[src/wss_params.svh]
// constants of the winding select supervisor: offsets, fields, times
// assumes a 100 MHz core clock and byte addresses on the register port
`ifndef WSS_PARAMS_SVH
`define WSS_PARAMS_SVH

`define WSS_CLK_KHZ 100000
`define WSS_CHANGE_TIMEOUT_MS 2000
`define WSS_POWER_CHECK_MS 100
`define WSS_CHANGE_CYCLES (`WSS_CHANGE_TIMEOUT_MS * `WSS_CLK_KHZ)
`define WSS_CHECK_CYCLES (`WSS_POWER_CHECK_MS * `WSS_CLK_KHZ)
`define WSS_TMR_W 28

`define WSS_ADDR_CTRL 8'h00
`define WSS_ADDR_CONFIG 8'h04
`define WSS_ADDR_LOW_MAX 8'h08
`define WSS_ADDR_STATE 8'h0C
`define WSS_ADDR_INT_STATUS 8'h10
`define WSS_ADDR_INT_MASK 8'h14

`define WSS_CTRL_ALARM_RESET 0
`define WSS_CTRL_STOP_LSB 1
`define WSS_CTRL_STOP_MSB 2
`define WSS_CFG_TYPE_MSB 2
`define WSS_CFG_WINDING 3
`define WSS_LOW_MAX_RESET 16'hFFFF

`define WSS_AL_TYPE 0
`define WSS_AL_WINDING 1
`define WSS_AL_PAIRING 2
`define WSS_AL_OVERSPEED 3
`define WSS_AL_SELECTOR 4
`define WSS_AL_POLE 5
`define WSS_AL_LATCHED 6'h17
`define WSS_EV_POLE_DONE 6
`define WSS_N_ALARMS 6
`define WSS_N_EVENTS 7

`define WSS_ST_POLE_OK 8
`define WSS_ST_SERVO 9
`define WSS_ST_FB 10
`define WSS_ST_FSM_LSB 12

`define WSS_IO_WINDING_BIT 31
`define WSS_WINDING_HIGH 1'b0
`define WSS_WINDING_LOW 1'b1

`endif

[src/wss_pkg.sv]
// types shared by the winding select supervisor
// assumes wss_params.svh supplies all numeric constants
package wss_pkg;
	typedef enum logic [2:0] {
		WSS_CHECK = 3'h0,
		WSS_IDLE = 3'h1,
		WSS_POLE = 3'h2,
		WSS_RUN = 3'h3,
		WSS_CHANGE = 3'h4
	} wss_state_t;
endpackage

[src/wss_timer.sv]
// one-shot down counter for changeover and power-on check limits
// assumes load and stop are never high together with a zero load value
`timescale 1ns/1ps
`include "wss_params.svh"
module wss_timer (
	// clock and reset
	input wire logic i_core_clk,
	input wire logic i_reset_n,
	// control
	input wire logic i_load,
	input wire logic i_stop,
	input wire logic [`WSS_TMR_W-1:0] i_value,
	// result
	output logic o_expired
);
	logic [`WSS_TMR_W-1:0] count;
	logic running;
	logic [`WSS_TMR_W-1:0] next_count;
	logic next_running;
	logic next_expired;

	always_comb begin
		next_count = count;
		next_running = running;
		next_expired = 1'b0;
		if (i_load) begin
			next_count = i_value;
			next_running = 1'b1;
		end else if (i_stop) begin
			next_running = 1'b0;
		end else if (running) begin
			next_count = count - `WSS_TMR_W'(1);
			if (count == `WSS_TMR_W'(1)) begin
				next_running = 1'b0;
				next_expired = 1'b1;
			end
		end
	end

	always_ff @(posedge i_core_clk) begin
		if (!i_reset_n) begin
			count <= '0;
			running <= 1'b0;
			o_expired <= 1'b0;
		end else begin
			count <= next_count;
			running <= next_running;
			o_expired <= next_expired;
		end
	end
endmodule // wss_timer

[src/wss_irq.sv]
// sticky event flags, write-one-to-clear, with mask and level interrupt
// assumes event pulses and register writes arrive on the core clock
`timescale 1ns/1ps
`include "wss_params.svh"
module wss_irq (
	// clock and reset
	input wire logic i_core_clk,
	input wire logic i_reset_n,
	// events and software access
	input wire logic [`WSS_N_EVENTS-1:0] i_event,
	input wire logic i_status_wr,
	input wire logic i_mask_wr,
	input wire logic [`WSS_N_EVENTS-1:0] i_wdata,
	// state
	output logic [`WSS_N_EVENTS-1:0] o_status,
	output logic [`WSS_N_EVENTS-1:0] o_mask,
	output logic o_irq
);
	logic [`WSS_N_EVENTS-1:0] next_status;
	logic [`WSS_N_EVENTS-1:0] next_mask;

	always_comb begin
		next_status = o_status;
		next_mask = o_mask;
		if (i_status_wr)
			next_status = next_status & ~i_wdata;
		// a new event beats a clear in the same cycle
		next_status = next_status | i_event;
		if (i_mask_wr)
			next_mask = i_wdata;
	end

	always_ff @(posedge i_core_clk) begin
		if (!i_reset_n) begin
			o_status <= '0;
			o_mask <= '0;
			o_irq <= 1'b0;
		end else begin
			o_status <= next_status;
			o_mask <= next_mask;
			o_irq <= |(next_status & next_mask);
		end
	end
endmodule // wss_irq

[src/wss_supervisor.sv]
// winding select supervisor: pole detection sequencing, changeover, alarms
// assumes synchronous inputs; register port answers reads one cycle later
// Operation
// - first servo-on after power-up starts magnetic pole detection.
// - servo enabled and completion reported only after pole detection.
// - pole detection runs only with the low-speed winding connected.
// - motor type setting differing from motor data latches a type alarm.
// - winding setting differing from motor data latches a winding alarm.
// - unsupported amplifier and motor pairing latches a pairing alarm.
// - overspeed on the low-speed winding raises a self-clearing alarm.
// - selector not following command at power-on latches selector fault.
// - changeover not done within two seconds latches selector fault.
// - selector chatter with no command pending latches selector fault.
// - servo-on before pole detection completes raises a self-clearing alarm.
// - pole detection on the high-speed winding raises the same alarm.
// - command bit 31 selects winding, 0 high speed, 1 low speed.
// - status bit 31 reports active winding, 0 high, 1 low.
//
// Implementation choices: the address-and-strobe port and the register addresses.
`timescale 1ns/1ps
`include "wss_params.svh"
module wss_supervisor #(
	parameter int CHANGE_CYCLES = `WSS_CHANGE_CYCLES,
	parameter int CHECK_CYCLES = `WSS_CHECK_CYCLES
) (
	// clock and reset
	input wire logic i_core_clk,
	input wire logic i_reset_n,
	// register port
	input wire logic [7:0] i_addr,
	input wire logic [31:0] i_wdata,
	input wire logic i_wr,
	input wire logic i_rd,
	output logic [31:0] o_rdata,
	// host servo command and status words
	input wire logic i_servo_enable_command,
	input wire logic [31:0] i_servo_cmd_io,
	output logic [31:0] o_status_io,
	output logic o_servo_on_done,
	// motor, selector and pole detection
	input wire logic [2:0] i_motor_param_type,
	input wire logic i_motor_param_winding,
	input wire logic i_pairing_ok,
	input wire logic [15:0] i_motor_speed,
	input wire logic i_selector_fb,
	input wire logic i_pole_done,
	output logic o_pole_detect_req,
	output logic o_selector_cmd,
	output logic o_servo_enabled,
	// alarms and stop
	output logic [`WSS_N_ALARMS-1:0] o_alarm,
	output logic o_stop_req,
	output logic [1:0] o_alarm_stop_method,
	output logic o_irq
);
	wss_pkg::wss_state_t state, next_state;
	logic pole_ok, next_pole_ok;
	logic fb_prev;
	logic winding_active, next_winding_active;
	logic next_pole_req, next_sel_cmd, next_servo, next_done;
	logic [`WSS_N_ALARMS-1:0] next_alarm, cause;
	logic [2:0] motor_type_setting;
	logic winding_select_setting;
	logic [1:0] next_stop_method;
	logic [15:0] low_max_speed;
	logic [31:0] next_rdata;
	logic tmr_load, tmr_stop, tmr_expired;
	logic [`WSS_TMR_W-1:0] tmr_value;
	logic alarm_reset, req_low, any_alarm, start_pole;
	logic [`WSS_N_EVENTS-1:0] irq_status, irq_mask, irq_event;

	function automatic logic is_low(input logic w);
		return w == `WSS_WINDING_LOW;
	endfunction

	function automatic logic hit(input logic [7:0] a, input logic [7:0] o);
		return a == o;
	endfunction

	assign req_low = i_servo_cmd_io[`WSS_IO_WINDING_BIT];
	assign alarm_reset = i_wr && hit(i_addr, `WSS_ADDR_CTRL)
		&& i_wdata[`WSS_CTRL_ALARM_RESET];
	assign any_alarm = |o_alarm;
	assign start_pole = state == wss_pkg::WSS_IDLE && i_servo_enable_command
		&& !pole_ok && !any_alarm && is_low(req_low)
		&& is_low(i_selector_fb);

	// alarm causes
	always_comb begin
		cause = '0;
		cause[`WSS_AL_TYPE] = motor_type_setting != i_motor_param_type;
		cause[`WSS_AL_WINDING] =
			winding_select_setting != i_motor_param_winding;
		cause[`WSS_AL_PAIRING] = !i_pairing_ok;
		cause[`WSS_AL_OVERSPEED] = is_low(winding_active)
			&& i_motor_speed > low_max_speed;
		cause[`WSS_AL_SELECTOR] =
			(state == wss_pkg::WSS_CHECK && tmr_expired)
			|| (state == wss_pkg::WSS_CHANGE && tmr_expired)
			|| (state != wss_pkg::WSS_CHECK
			&& state != wss_pkg::WSS_CHANGE
			&& i_selector_fb != fb_prev);
		// servo asked for while pole detection is not done and not running, or pole detection running on a high-speed request
		cause[`WSS_AL_POLE] = i_servo_enable_command && !pole_ok
			&& state != wss_pkg::WSS_POLE && !start_pole
			|| state == wss_pkg::WSS_POLE && !is_low(req_low);
	end

	// latched alarms hold until reset, self-clearing ones follow the cause
	always_comb begin
		next_alarm = o_alarm & `WSS_AL_LATCHED;
		if (alarm_reset)
			next_alarm = '0;
		next_alarm = next_alarm | cause;
	end

	// sequencer
	always_comb begin
		next_state = state;
		next_pole_ok = pole_ok;
		next_sel_cmd = o_selector_cmd;
		tmr_load = 1'b0;
		tmr_stop = 1'b0;
		tmr_value = `WSS_TMR_W'(CHANGE_CYCLES);
		unique case (state)
			wss_pkg::WSS_CHECK: begin
				if (is_low(i_selector_fb) || tmr_expired) begin
					tmr_stop = 1'b1;
					next_state = wss_pkg::WSS_IDLE;
				end
			end
			wss_pkg::WSS_IDLE: begin
				if (start_pole) begin
					next_state = wss_pkg::WSS_POLE;
				end else if (pole_ok && req_low != o_selector_cmd) begin
					next_sel_cmd = req_low;
					tmr_load = 1'b1;
					next_state = wss_pkg::WSS_CHANGE;
				end else if (pole_ok && i_servo_enable_command
					&& !any_alarm) begin
					next_state = wss_pkg::WSS_RUN;
				end
			end
			wss_pkg::WSS_POLE: begin
				if (any_alarm || !i_servo_enable_command
					|| !is_low(req_low) || !is_low(i_selector_fb)) begin
					next_state = wss_pkg::WSS_IDLE;
				end else if (i_pole_done) begin
					next_pole_ok = 1'b1;
					next_state = wss_pkg::WSS_RUN;
				end
			end
			wss_pkg::WSS_RUN: begin
				if (any_alarm || !i_servo_enable_command) begin
					next_state = wss_pkg::WSS_IDLE;
				end else if (req_low != o_selector_cmd) begin
					// servo drops for the changeover, contactor moves unloaded
					next_sel_cmd = req_low;
					tmr_load = 1'b1;
					next_state = wss_pkg::WSS_CHANGE;
				end
			end
			wss_pkg::WSS_CHANGE: begin
				if (i_selector_fb == o_selector_cmd || tmr_expired) begin
					tmr_stop = 1'b1;
					next_state = wss_pkg::WSS_IDLE;
				end
			end
			default: next_state = wss_pkg::WSS_IDLE;
		endcase
		next_pole_req = next_state == wss_pkg::WSS_POLE;
		next_servo = next_state == wss_pkg::WSS_RUN && pole_ok | next_pole_ok;
		next_done = next_servo;
		// status follows the contactor only once it agrees with the command
		next_winding_active = i_selector_fb == o_selector_cmd
			? o_selector_cmd : winding_active;
	end

	// register port
	always_comb begin
		next_rdata = '0;
		if (i_rd) begin
			unique case (i_addr)
				`WSS_ADDR_CTRL:
					next_rdata[`WSS_CTRL_STOP_MSB:`WSS_CTRL_STOP_LSB] =
						o_alarm_stop_method;
				`WSS_ADDR_CONFIG:
					next_rdata[`WSS_CFG_WINDING:0] =
						{winding_select_setting, motor_type_setting};
				`WSS_ADDR_LOW_MAX: next_rdata[15:0] = low_max_speed;
				`WSS_ADDR_STATE: begin
					next_rdata[`WSS_N_ALARMS-1:0] = o_alarm;
					next_rdata[`WSS_ST_POLE_OK] = pole_ok;
					next_rdata[`WSS_ST_SERVO] = o_servo_enabled;
					next_rdata[`WSS_ST_FB] = i_selector_fb;
					next_rdata[`WSS_ST_FSM_LSB+:3] = state;
				end
				`WSS_ADDR_INT_STATUS:
					next_rdata[`WSS_N_EVENTS-1:0] = irq_status;
				`WSS_ADDR_INT_MASK:
					next_rdata[`WSS_N_EVENTS-1:0] = irq_mask;
				default: next_rdata = '0;
			endcase
		end
		next_stop_method = o_alarm_stop_method;
		if (i_wr && hit(i_addr, `WSS_ADDR_CTRL))
			next_stop_method =
				i_wdata[`WSS_CTRL_STOP_MSB:`WSS_CTRL_STOP_LSB];
	end

	always_ff @(posedge i_core_clk) begin
		if (!i_reset_n) begin
			state <= wss_pkg::WSS_CHECK;
			pole_ok <= 1'b0;
			fb_prev <= `WSS_WINDING_LOW;
			winding_active <= `WSS_WINDING_LOW;
			o_pole_detect_req <= 1'b0;
			o_selector_cmd <= `WSS_WINDING_LOW;
			o_servo_enabled <= 1'b0;
			o_servo_on_done <= 1'b0;
			o_alarm <= '0;
			o_stop_req <= 1'b0;
			o_alarm_stop_method <= '0;
			o_status_io <= '0;
			o_rdata <= '0;
			motor_type_setting <= '0;
			winding_select_setting <= 1'b0;
			low_max_speed <= `WSS_LOW_MAX_RESET;
		end else begin
			state <= next_state;
			pole_ok <= next_pole_ok;
			fb_prev <= i_selector_fb;
			winding_active <= next_winding_active;
			o_pole_detect_req <= next_pole_req;
			o_selector_cmd <= next_sel_cmd;
			o_servo_enabled <= next_servo && !(|next_alarm);
			o_servo_on_done <= next_done && !(|next_alarm);
			o_alarm <= next_alarm;
			o_stop_req <= |next_alarm;
			o_alarm_stop_method <= next_stop_method;
			o_status_io <= {next_winding_active, 31'h0};
			o_rdata <= next_rdata;
			if (i_wr && hit(i_addr, `WSS_ADDR_CONFIG))
				{winding_select_setting, motor_type_setting} <=
					i_wdata[`WSS_CFG_WINDING:0];
			if (i_wr && hit(i_addr, `WSS_ADDR_LOW_MAX))
				low_max_speed <= i_wdata[15:0];
		end
	end

	// power-on check starts at reset release via the load below
	logic check_armed;
	always_ff @(posedge i_core_clk) begin
		if (!i_reset_n)
			check_armed <= 1'b0;
		else
			check_armed <= 1'b1;
	end

	wss_timer u_timer (
		.i_core_clk(i_core_clk),
		.i_reset_n(i_reset_n),
		.i_load(tmr_load || !check_armed),
		.i_stop(tmr_stop),
		.i_value(check_armed ? tmr_value : `WSS_TMR_W'(CHECK_CYCLES)),
		.o_expired(tmr_expired)
	);

	assign irq_event = {next_pole_ok & ~pole_ok, next_alarm & ~o_alarm};

	wss_irq u_irq (
		.i_core_clk(i_core_clk),
		.i_reset_n(i_reset_n),
		.i_event(irq_event),
		.i_status_wr(i_wr && hit(i_addr, `WSS_ADDR_INT_STATUS)),
		.i_mask_wr(i_wr && hit(i_addr, `WSS_ADDR_INT_MASK)),
		.i_wdata(i_wdata[`WSS_N_EVENTS-1:0]),
		.o_status(irq_status),
		.o_mask(irq_mask),
		.o_irq(o_irq)
	);

	first_on_pole_a: assert property (
		@(posedge i_core_clk) disable iff (!i_reset_n)
		start_pole |=> o_pole_detect_req)
		else $error("first servo-on did not start pole detection");
	servo_after_pole_a: assert property (
		@(posedge i_core_clk) disable iff (!i_reset_n)
		o_servo_on_done |-> pole_ok && o_servo_enabled)
		else $error("servo reported on before pole detection");
	pole_low_wind_a: assert property (
		@(posedge i_core_clk) disable iff (!i_reset_n)
		o_pole_detect_req |-> $past(i_selector_fb) == `WSS_WINDING_LOW)
		else $error("pole detection on high-speed winding");
	pole_high_wind_a: assert property (
		@(posedge i_core_clk) disable iff (!i_reset_n)
		state == wss_pkg::WSS_POLE && !is_low(req_low)
		|=> !o_pole_detect_req && o_alarm[`WSS_AL_POLE])
		else $error("pole detection not aborted on high-speed request");
	type_mismatch_a: assert property (
		@(posedge i_core_clk) disable iff (!i_reset_n)
		motor_type_setting != i_motor_param_type
		|=> o_alarm[`WSS_AL_TYPE] && o_stop_req)
		else $error("type mismatch alarm missing");
	low_overspeed_a: assert property (
		@(posedge i_core_clk) disable iff (!i_reset_n)
		!cause[`WSS_AL_OVERSPEED] |=> !o_alarm[`WSS_AL_OVERSPEED])
		else $error("overspeed alarm did not clear");
	change_timeout_a: assert property (
		@(posedge i_core_clk) disable iff (!i_reset_n)
		state == wss_pkg::WSS_CHANGE && tmr_expired
		|=> o_alarm[`WSS_AL_SELECTOR] ##1 o_alarm[`WSS_AL_SELECTOR])
		else $error("changeover timeout not latched");
	selector_chatter_a: assert property (
		@(posedge i_core_clk) disable iff (!i_reset_n)
		state == wss_pkg::WSS_RUN && $changed(i_selector_fb)
		|-> ##1 o_alarm[`WSS_AL_SELECTOR] ##1 !o_servo_enabled)
		else $error("selector chatter not flagged");
	status_wind_a: assert property (
		@(posedge i_core_clk) disable iff (!i_reset_n)
		state == wss_pkg::WSS_CHANGE && i_selector_fb == o_selector_cmd
		|=> o_status_io[`WSS_IO_WINDING_BIT] == $past(o_selector_cmd))
		else $error("status winding bit wrong");
	latch_hold_a: assert property (
		@(posedge i_core_clk) disable iff (!i_reset_n)
		o_alarm[`WSS_AL_PAIRING] && !alarm_reset
		|=> o_alarm[`WSS_AL_PAIRING])
		else $error("latched alarm cleared without reset");
endmodule // wss_supervisor

[config.mk]
export PLATFORM = sky130hd
export DESIGN_NAME = wss_supervisor
export DESIGN_NICKNAME = d
export VERILOG_FILES = /design/src/wss_pkg.sv /design/src/wss_timer.sv /design/src/wss_irq.sv /design/src/wss_supervisor.sv
export VERILOG_INCLUDE_DIRS = /design/src /design/src/src
export SDC_FILE = /design/constraint.sdc
export NUM_CORES = 1
export LEC_CHECK = 0
export BUFFER_PORTS_ARGS = -buffer_cell sky130_fd_sc_hd__clkbuf_2
export CAP_MARGIN = 20
export CORE_ASPECT_RATIO = 0.7
export CORE_MARGIN = 2
export CORE_UTILIZATION = 35
export CTS_CLUSTER_DIAMETER = 100
export DETAILED_ROUTE_END_ITERATION = 12
export MAX_ROUTING_LAYER = met4
export REMOVE_ABC_BUFFERS = 1
export SLEW_MARGIN = 25
export SYNTH_ARGS = -nofsm -noshare
export SYNTH_HDL_FRONTEND = slang
export SYNTH_SLANG_ARGS = --single-unit
[constraint.sdc]
create_clock -name i_core_clk -period 3.25 [get_ports i_core_clk]
set_clock_uncertainty 0.15 [all_clocks]
set_input_delay 0.325 -clock i_core_clk [delete_from_list [all_inputs] [get_ports i_core_clk]]
set_output_delay 0.325 -clock i_core_clk [all_outputs]
set_load 0.02 [all_outputs]
==> results of run 1 <==
-- through the flow --
step / setup WS, ps / cell area [um2] / utilization
after detailed placement: 546 / 5540 / 0.394
final: 533 / 5820 / 0.414
after floorplan: 727 / 4800 / -
after global placement: 548 / 5540 / 0.394
after global routing: 359 / 5820 / 0.414
after CTS: 541 / 5820 / 0.414
-- worst max path at each step --
stage / slack, ps / endpoint / from / cells past startpoint
after floorplan: 730 / u_timer.count[20] / u_timer.count[2] / 7
after global placement: 550 / u_irq.o_irq / i_addr[5] / 9
after detailed placement: 550 / u_irq.o_irq / i_addr[5] / 9
after CTS: 540 / u_timer.count[20] / u_timer.count[2] / 7
after global routing: 360 / u_timer.count[20] / u_timer.count[2] / 7
final: 530 / u_timer.count[20] / u_timer.count[2] / 7
-- state kept, by name, summed over array words and instances (netlist names), 2 cells and up --
register / cells
state: 3
low_max_speed: 16
u_irq.o_status: 7
u_irq.o_mask: 7
o_rdata: 16
o_alarm_stop_method: 2
motor_type_setting: 3
u_timer.count: 28
o_alarm: 6
-- kinds of logic after synthesis --
logic type,synth area share
compound gates,0.150
xor+xnor,0.0533
fa+ha+maj,0.0442
buf+inv,0.107
flops,0.397
mux,0.0241
other cells,0.000737
simple gates,0.223
-- routing by layer --
metal  vias to the layer above  track usage
met4                         0       0.0490
met1                      2080        0.248
met5                         -            -
met3                        16       0.0450
li1                       2143            -
met2                       148        0.255
-- cell type report --
type	instances	area, um2	share of cell area
clock buffer	10	229	0.0394
clock inverter	4	51.3	0.00882
inverter	22	82.6	0.0142
multi-input combinational	436	2700	0.464
sequential	101	2020	0.348
tap	190	238	0.0409
timing repair buffer	94	498	0.0856
-- report_power, final --
group	switching (mW)	internal, mW
Combinational	0.209	0.111
Clock	0.459	0.589
Sequential	0.0330	1.27
Total	0.701	1.97
-- cells in the final DEF, fill, tap and decap left out, types with 9 or more instances in the layout --
cell type / instances
a21oi_1: 40
a31oi_1: 10
buf_4: 11
clkbuf_16: 9
clkbuf_2: 83
conb_1: 47
dfxtp_1: 101
ha_1: 18
inv_1: 22
mux2i_1: 10
nand2_1: 53
nand3_1: 17
nand4_1: 14
nor2_1: 51
nor3_1: 14
nor4_1: 10
o211ai_1: 16
o21ai_0: 13
xnor2_1: 19
xor2_1: 12
-- critical path: stages (launching register included) --
cell     delay (ps)
dfxtp_1         340
or4_4           570
or4_4           480
nor4_4          290
nand4_2         240
o31a_1          320
o21ai_1         130
a21oi_1          70
==> metrics.md, run 1 <==
| Metric | Value |
|---|---|
| Outcome | finished, final reports clean |
| Non-Filler Instances | 857 |
| CTS max path bufs | 2 |
| Share of layout cells above drive strength 1 | 0.186 |
| Detailed placer's ending HPWL | 10.1 mm |
| Die ar. | 0.0155 mm2 |
| Area leader, netlist | dfxtp_1 |
| Max_cap viols | 0 |
| EDFF count, synth | 0 |
| Largest net degree at the start of global routing | 38 |
| Root Buffer | clkbuf_16 |
| Ys flop type | dfxtp_1 |
| Period utilisation layout | 0.836 |
| Core Rows | 36 |
| Crit Reg-Reg Startpoint | u_timer.count[2] |
| HP Class | primary input to flop |
| DR WL/cell | 15.5 um |
| CP required | 3310 ps |
| Yosys cell types | 56 |
| Initial Util | 0.362 |
| Gp weighted congestion | 0.897 |
| Area contributors post-synth | dfxtp_1 (40%), buf_4 (7.1%), ha_1 (4.4%) |
| I/O Buffers | 83 |
| Final setup fails | 0 |
| Hold Crit Endpoint | low_max_speed[7] |
| Syn avg cell area | 8.66 um2 |
| Total CTS buffers | 9 |
| Post-Syn Instances | 588 |
| Final hold viol count | 0 |
| Vias | 4387 |
| CTS Sinks | 101 |
| Crit Reg-Reg Endpoint | u_timer.count[20] |
| Seq/Total Area, Yosys | 0.397 |
| Core area | 0.0141 mm2 |
| Met3 WL | 986 um |
| Uppermost routed layer | met4 |
| PD cells | 459 mW/mm2 |
| Reg2Reg Setup Slack | 530 ps |
| First-pass GRT wire length | 21.2 mm |
| Final ANT Viol Nets | 0 |
| Die Span X | 148 um |
| WP data arrival | 2780 ps |
| P_leak | 2.55 nW |
| WL final | 13.2 mm |
| Ys Warns | 0 |
| Mapped cell area | 0.00509 mm2 |
| CP Launch Type | flop |
| Share of the synthesized area in the top cell type | 0.397 |
| Hold path depth | 3 |
| CP Max Fanout | 5 |
| Rel. slew slack | 0.406 |
| N_diodes | 0 |
| Setup TNS | 0 ps |
| Hold path start | i_wdata[7] |
| I/O Pins | 178 |
| Post-CTS Hold Fix Bufs | 0 |
| Nets | 782 |
| Total power | 2.67 mW |
| Grt total ovfl | 0 |
| Worst hold slack | 48.8 ps |
| Wl on met1 | 6.44 mm |
| Clock transition at path regs | 70 ps |
| Yosys reg bits | 101 |
| Maximum VDD drop | 217 uV |
| Crit path capture type | flop |
| Inst Count DP | 843 |
| CTS tree | done |
| Worst-Skew Late Latency | 350 ps |
| DRT iter0 DRCs | 331 |
| Setup CP Type | flop to flop |
| Area Growth Syn to Fin | 14.3% |
| RSZ-0062 raised after global routing | false |
| Async SR Flop Fraction | 0 |
| Count leader, synth | dfxtp_1 |
| Fin crit period | 2720 ps |
| DR pass1 iterations | 7 |
| H-tree Lvls | 3 |
| DRC Markers | 0 |
| Via-to-Cell Ratio | 5.12 |
| Fillers | 1403 |
| Slew Viols, Final | 0 |
| Met2 WL | 5.63 mm |
| Top cells by count, synth | dfxtp_1 (101), nand2_1 (53), nor2_1 (51), buf_4 (48), a21oi_1 (40) |
| Antenna violations before repair | 0 |
| Die H | 105 um |
| FF-to-FF path depth | 7 |
| Post-cts resize count | 0 |
| GRT Util Overall | 0.178 |
| Peak Freq | 368 MHz |
| Post-CTS Setup Bufs | 0 |
| Slew @ Worst Pin | 879 ps |
| Vias in the first global route | 4160 |
Power figures use the tool's default switching activity.
==> inputs of run 2 (changes only) <==
Clock period 3.25 ns to 2.3 ns, I/O delays scaled along.
==> run 2 against run 1 <==
Net effect: the run now ends with setup timing left; routed wire length grew 10%; die area is the same; design area grew 15%; global-route usage grew 1.7 points; worst setup slack lost 790 ps; power grew 45%; register-to-register slack lost 790 ps; utilization grew 6.0 points; critical path type unchanged; critical endpoint unchanged.
==> metrics.md, run 2 (synthesis results as in run 1) <==
| Metric | Value |
|---|---|
| Crit path capture type | flop |
| Share of layout cells above drive strength 1 | 0.301 (+0.115) |
| Slew Viols, Final | 0 (unchanged) |
| Hold path start | i_wdata[4] |
| CP Buf/Inv Count | 0 (unchanged) |
| Cell-internal power | 2.79 mW (+42%) |
| Most frequent cells in the layout | dfxtp_1 (97), clkbuf_2 (83), buf_4 (70) |
| Initial Util | 0.362 (unchanged) |
| CTS Sinks | 101 (unchanged) |
| Total CTS buffers | 9 (unchanged) |
| Final setup fails | 15 (+15) |
| Crit Reg-Reg Endpoint | u_timer.count[20] |
| Failing checks | setup timing |
| Worst hold slack | 20.2 ps (-28.6 ps) |
| Most common cell after layout, fill and taps aside | dfxtp_1 |
| DRT iter0 DRCs | 412 (+24%) |
| Non-Filler Instances | 931 (+8.6%) |
| CP most frequent cell | or4_4 |
| GRT Util Overall | 0.195 (+0.0172) |
| Gp weighted congestion | 0.921 (+2.6%) |
| CP Max Fanout | 5 (unchanged) |
| Reg2Reg Setup Slack | -260 ps (-790 ps) |
| Sw Share | 0.279 (+0.0163) |
| Setup CP Type | flop to flop |
| Fin worst setup slack | -256 ps (-789 ps) |
| Final ANT Viol Nets | 0 (unchanged) |
| Die ar. | 0.0155 mm2 (unchanged) |
| Max_cap viols | 0 (unchanged) |
| Net Sw Power | 1.08 mW (+54%) |
| Largest registers | u_timer.count (28), low_max_speed (16), o_rdata (16) |
| RSZ-0062 raised after global routing | true |
| Cell family with most CP delay | simple AND/OR/NAND/NOR gates |
| CP required | 2360 ps (-950 ps) |
| Fin crit period | 2560 ps (-161 ps) |
| Critical-path top delay cell | or4_4 |
| Total power | 3.87 mW (+45%) |
| Comb power frac | 0.161 (+0.041) |
| First-pass GRT wire length | 23.5 mm (+11%) |
| Outcome | finished, violations left |
| Vias in the first global route | 4603 (+11%) |
| Rel. slew slack | 0.592 (+0.186) |
| Period utilisation layout | 1.11 (+0.275) |
| CTS max path bufs | 2 (unchanged) |
| Hold Crit Endpoint | low_max_speed[4] |
| Root Buffer | clkbuf_16 |
| Hold path depth | 3 (unchanged) |
| Reg power frac | 0.473 (-0.015) |
| Clock Power Share | 0.366 (-0.026) |
| Met1 Track Usage GR | 0.273 (+0.0252) |
| DRC Markers | 0 (unchanged) |
| Antenna violations before repair | 0 (unchanged) |
| DR WL/cell | 15.7 um (+1.3%) |
| Slew @ Worst Pin | 604 ps (-274 ps) |
| Worst-Skew Late Latency | 350 ps (about the same) |
| Core Rows | 36 (unchanged) |
| Maximum VDD drop | 326 uV (+50%) |
| Top reg by flops | u_timer.count |
| WL final | 14.6 mm (+10%) |
| Detailed placer's ending HPWL | 11.0 mm (+9.5%) |
| Core area | 0.0141 mm2 (unchanged) |
| Critical path, cell by cell | or4_4 -> or4_4 -> nor4_4 -> nand4_4 -> o31a_1 -> o21ai_1 -> a21oi_1 |
| WP data arrival | 2610 ps (-170 ps) |
| Peak Freq | 391 MHz (+6.3%) |
| CTS tree | done |
| Clock transition at path regs | 70 ps (about the same) |
| CP Launch Type | flop |
| Die Span X | 148 um (unchanged) |
| I/O Pins | 178 (unchanged) |
| Via-to-Cell Ratio | 5.13 (+0.23%) |
| DR pass1 iterations | 8 (+1) |
| Layer with the highest usage | met2 |
| Largest net degree at the start of global routing | 38 (unchanged) |
| Slowest Stage Delay on Critical Path | 530 ps (-40 ps) |
| N_diodes | 0 (unchanged) |
| FF-to-FF path depth | 7 (unchanged) |
| I/O Buffers | 83 (unchanged) |
| Final hold viol count | 0 (unchanged) |
| H-tree Lvls | 3 (unchanged) |
| Vias | 4777 (+8.9%) |
| CP Depth | 7 (unchanged) |
| HP Class | primary input to flop |
| Inst Count DP | 903 (+7.1%) |
| Grt total ovfl | 0 (unchanged) |
| Area Growth Syn to Fin | 30.9% |
| Nets | 854 (+9.2%) |
| P_leak | 2.94 nW (+15%) |
| Pre-CTS setup slack | -464 ps (-1010 ps) |
| Max FFs per register | 28 (unchanged) |
| Critical Path Source | u_timer.count[2] |
| Die H | 105 um (unchanged) |
| PD cells | 581 mW/mm2 (+27%) |
| Crit Reg-Reg Startpoint | u_timer.count[2] |
| Grt met3 use | 0.0419 (-0.00306) |
| Met2 usage | 0.282 (+0.0268) |
run 2: changes by cell type in the layout (fill, tap and decap cells not counted), moves of 6 or more:
cell           change
nor3_1             -6
nor4_1             -6
buf_4             +59
dlygate4sd3_1      +9
run 2: how the worst max path moves through the flow:
stage | to | slack [ps]
final | u_timer.count[20] | -260
after global placement | u_irq.o_irq | -490
after detailed placement | u_irq.o_irq | -460
after CTS | u_timer.count[20] | -240
after global routing | u_timer.count[20] | -350
after floorplan | u_timer.count[20] | -220
run 2: worst register-to-register path: stages (launching register included):
cell and delay (ps):
dfxtp_1 310, or4_4 530, or4_4 490, nor4_4 240, nand4_4 200, o31a_1 290
o21ai_1 140, a21oi_1 70
run 2: what timing repair did:
action	4_1_cts	5_1_grt
hold endpoints to repair	9	0
pin swaps	5	12
setup endpoints to repair	20	29
hold buffers	9	0
gates resized for setup	19	34
setup buffers	3	1
run 2: area by class of cell:
cell class,instances,area [um2]
Clock buffer,11,233
Timing Repair Buffer,166,1090
Multi-Input combinational cell,436,2950
Sequential cell,101,2030
Inverter,22,82.6
Tap cell,190,238
Fill cell,1353,7390
Clock inverter,5,37.5
run 2: layer usage:
layer | routed length, um | share of wire | up-vias
met5 | 0 | 0 | -
met4 | 144 | 0.0099 | 0
met3 | 983 | 0.067 | 17
met2 | 6400 | 0.44 | 201
met1 | 7050 | 0.48 | 2264
li1 | - | - | 2295
run 2: per-stage QoR:
stage                     utilization  area [um2]  setup TNS (ps)
after floorplan                     -        4800           -1830
after global placement          0.427        6000           -2370
after detailed placement        0.427        6000           -3320
after CTS                       0.463        6510           -2430
after global routing            0.474        6660           -3850
final                           0.474        6660           -2390
run 2: power by group through the flow:
stage,Combinational [mW],Clock [mW],Sequential [mW]
floorplan,0.289,0,1.88
global placement,0.546,0,1.86
detailed placement,0.559,0,1.86
CTS,0.598,1.44,1.83
global route,0.680,1.52,1.84
finish,0.625,1.42,1.83
==> inputs of run 3 (changes only) <==
Settings changed: SETUP_SLACK_MARGIN set to 0.4.
==> run 3 against run 2 <==
Net effect: the run still ends with setup timing left; power rose by 2.5%; non-clock buffer count increased by 27; combinational power increased by 12%; register-to-register slack worse by 20 ps; largest power group unchanged; utilization up 5.1 points; first-iteration DRC count is 50% higher; critical path depth is the same.
==> metrics.md, run 3 (synthesis results as in run 1) <==
| Metric | Value |
|---|---|
| Outcome | finished, violations left |
| Failing checks | setup timing |
| Finished Cell Area | 0.00738 mm2 (+11%) |
| Die Span X | 148 um (unchanged) |
| Crit Reg-Reg Startpoint | u_timer.count[2] |
| Maximum VDD drop | 334 uV (+2.6%) |
| Worst-Skew Late Latency | 350 ps (about the same) |
| H-tree Lvls | 3 (unchanged) |
| Via-to-Cell Ratio | 5.17 (+0.80%) |
| CP Launch Type | flop |
| Detailed placer's ending HPWL | 11.0 mm (unchanged) |
| I/O Buffers | 83 (unchanged) |
| Max FFs per register | 28 (unchanged) |
| GRT Util Overall | 0.201 (+0.00598) |
| Worst hold slack | 24.5 ps (+4.39 ps) |
| Period utilisation layout | 1.12 (+0.00842) |
| Most frequent cells in the layout | dfxtp_1 (86), buf_4 (85), clkbuf_2 (83) |
| Fin crit period | 2570 ps (+19.4 ps) |
| Setup TNS | -2730 ps (-341 ps) |
| P_leak | 3.16 nW (+7.7%) |
| HP Class | primary input to flop |
| Met2 WL | 7.07 mm (+11%) |
| RSZ-0062 raised after global routing | true |
| Largest net degree at the start of global routing | 38 (unchanged) |
| Hold path start | i_wdata[10] |
| DRT iter0 DRCs | 619 (+50%) |
| Met3 WL | 1.13 mm (+15%) |
| Area Growth Syn to Fin | 45.0% |
| CTS tree | done |
| DR WL/cell | 16.6 um (+5.7%) |
| Clock transition at path regs | 70 ps (about the same) |
| Post-placement cell area | 0.00600 mm2 (unchanged) |
| WP data arrival | 2630 ps (+20 ps) |
| Reg2Reg Setup Slack | -270 ps (-20 ps) |
| First-pass GRT wire length | 24.3 mm (+3.3%) |
| Most common cell after layout, fill and taps aside | dfxtp_1 |
| Wl on met1 | 7.41 mm (+5.0%) |
| Crit Reg-Reg Endpoint | u_timer.count[20] |
| Critical Path Source | u_timer.count[2] |
| Setup CP Type | flop to flop |
| FF-to-FF path depth | 7 (unchanged) |
| Gp weighted congestion | 0.921 (unchanged) |
| Initial Util | 0.362 (unchanged) |
| Hold Crit Endpoint | low_max_speed[10] |
| Fillers | 1240 (-8.4%) |
| CP required | 2360 ps (about the same) |
| CP Max Fanout | 5 (unchanged) |
| WL final | 15.9 mm (+8.8%) |
| DR pass1 iterations | 8 (unchanged) |
| Vias | 4955 (+3.7%) |
| Core area | 0.0141 mm2 (unchanged) |
| Slew @ Worst Pin | 577 ps (-27.1 ps) |
| Nets | 881 (+3.2%) |
| Uppermost routed layer | met4 |
| CTS Sinks | 101 (unchanged) |
| Grt total ovfl | 0 (unchanged) |
| Hold path depth | 3 (unchanged) |
| PD cells | 538 mW/mm2 (-7.5%) |
| Fin worst setup slack | -275 ps (-19.4 ps) |
| Rel. slew slack | 0.615 (+0.0226) |
| Top reg by flops | u_timer.count |
| N_diodes | 0 (unchanged) |
| Peak Freq | 388 MHz (-0.75%) |
| Final ANT Viol Nets | 0 (unchanged) |
| Final hold viol count | 0 (unchanged) |
| Critical path, cell by cell | or4_4 -> or4_4 -> nor4_4 -> nand4_4 -> o31a_1 -> o21ai_1 -> a21oi_1 |
| I/O Pins | 178 (unchanged) |
| Max_cap viols | 0 (unchanged) |
| Antenna violations before repair | 0 (unchanged) |
| CTS max path bufs | 2 (unchanged) |
| DRC Markers | 0 (unchanged) |
| Largest registers | u_timer.count (28), low_max_speed (16), o_rdata (16) |
| Critical-path top delay cell | or4_4 |
| CP most frequent cell | or4_4 |
| Core Rows | 36 (unchanged) |
| Final setup fails | 15 (unchanged) |
| Die H | 105 um (unchanged) |
| Die ar. | 0.0155 mm2 (unchanged) |
| Crit path capture type | flop |
| Root Buffer | clkbuf_16 |
| Share of layout cells above drive strength 1 | 0.406 (+0.105) |
| Total CTS buffers | 9 (unchanged) |
| Slowest Stage Delay on Critical Path | 530 ps (about the same) |
| Slew Viols, Final | 0 (unchanged) |
| Vias in the first global route | 4686 (+1.8%) |
run 3: layout make-up:
cell class / count / area (um2) / share of cell area
Multi-Input combinational cell: 436 / 3360 / 0.456
Sequential cell: 101 / 2050 / 0.278
Timing Repair Buffer: 193 / 1380 / 0.187
Tap cell: 190 / 238 / 0.0322
Clock buffer: 11 / 233 / 0.0315
Inverter: 22 / 82.6 / 0.0112
Clock inverter: 5 / 37.5 / 0.00509
run 3: power by group:
part	total, mW	internal [mW]	switching [mW]	leakage [nW]
sequential	1.83	1.79	0.0448	0.820
clock	1.43	0.738	0.693	0.126
combinational	0.703	0.302	0.401	2.22
total	3.97	2.83	1.14	3.16
run 3: worst max path at each step:
stage          slack, ps  cells after the start                end
4_1_cts             -240                      7  u_timer.count[20]
2_1_floorplan       -220                      7  u_timer.count[20]
3_3_place_gp        -490                      9        u_irq.o_irq
5_1_grt             -370                      7  u_timer.count[20]
3_5_place_dp        -460                      9        u_irq.o_irq
6_report            -270                      7  u_timer.count[20]
run 3: what timing repair did:
action / in CTS / in global routing
endpoints found under the hold margin: 9 / 0
setup endpoints to repair: 39 / 39
hold buffers: 9 / 0
gates cloned: 0 / 2
pin swaps: 12 / 25
buffers inserted: 13 / 15
resized for setup: 73 / 77
run 3: through the flow:
step	cells	power, mW	utilization	setup slack, ps
global placement	903	2.41	0.427	-494
global route	958	4.12	0.525	-366
detailed placement	903	2.42	0.427	-464
floorplan	559	2.17	-	-223
finish	958	3.97	0.525	-275
CTS	941	3.90	0.488	-239
run 3: critical path, delay by kind of cell (launching register included):
kind	cells	cell delay, ps
AOI/OAI and AO/OA	3	490
DFF	1	310
and+or+nand+nor	4	1470
run 3: routing by layer:
metal  GRT usage  vias to the layer above
li1            -                     2343
met1       0.283                     2391
met2       0.296                      199
met3      0.0415                       22
met4      0.0469                        0
met5           -                        -
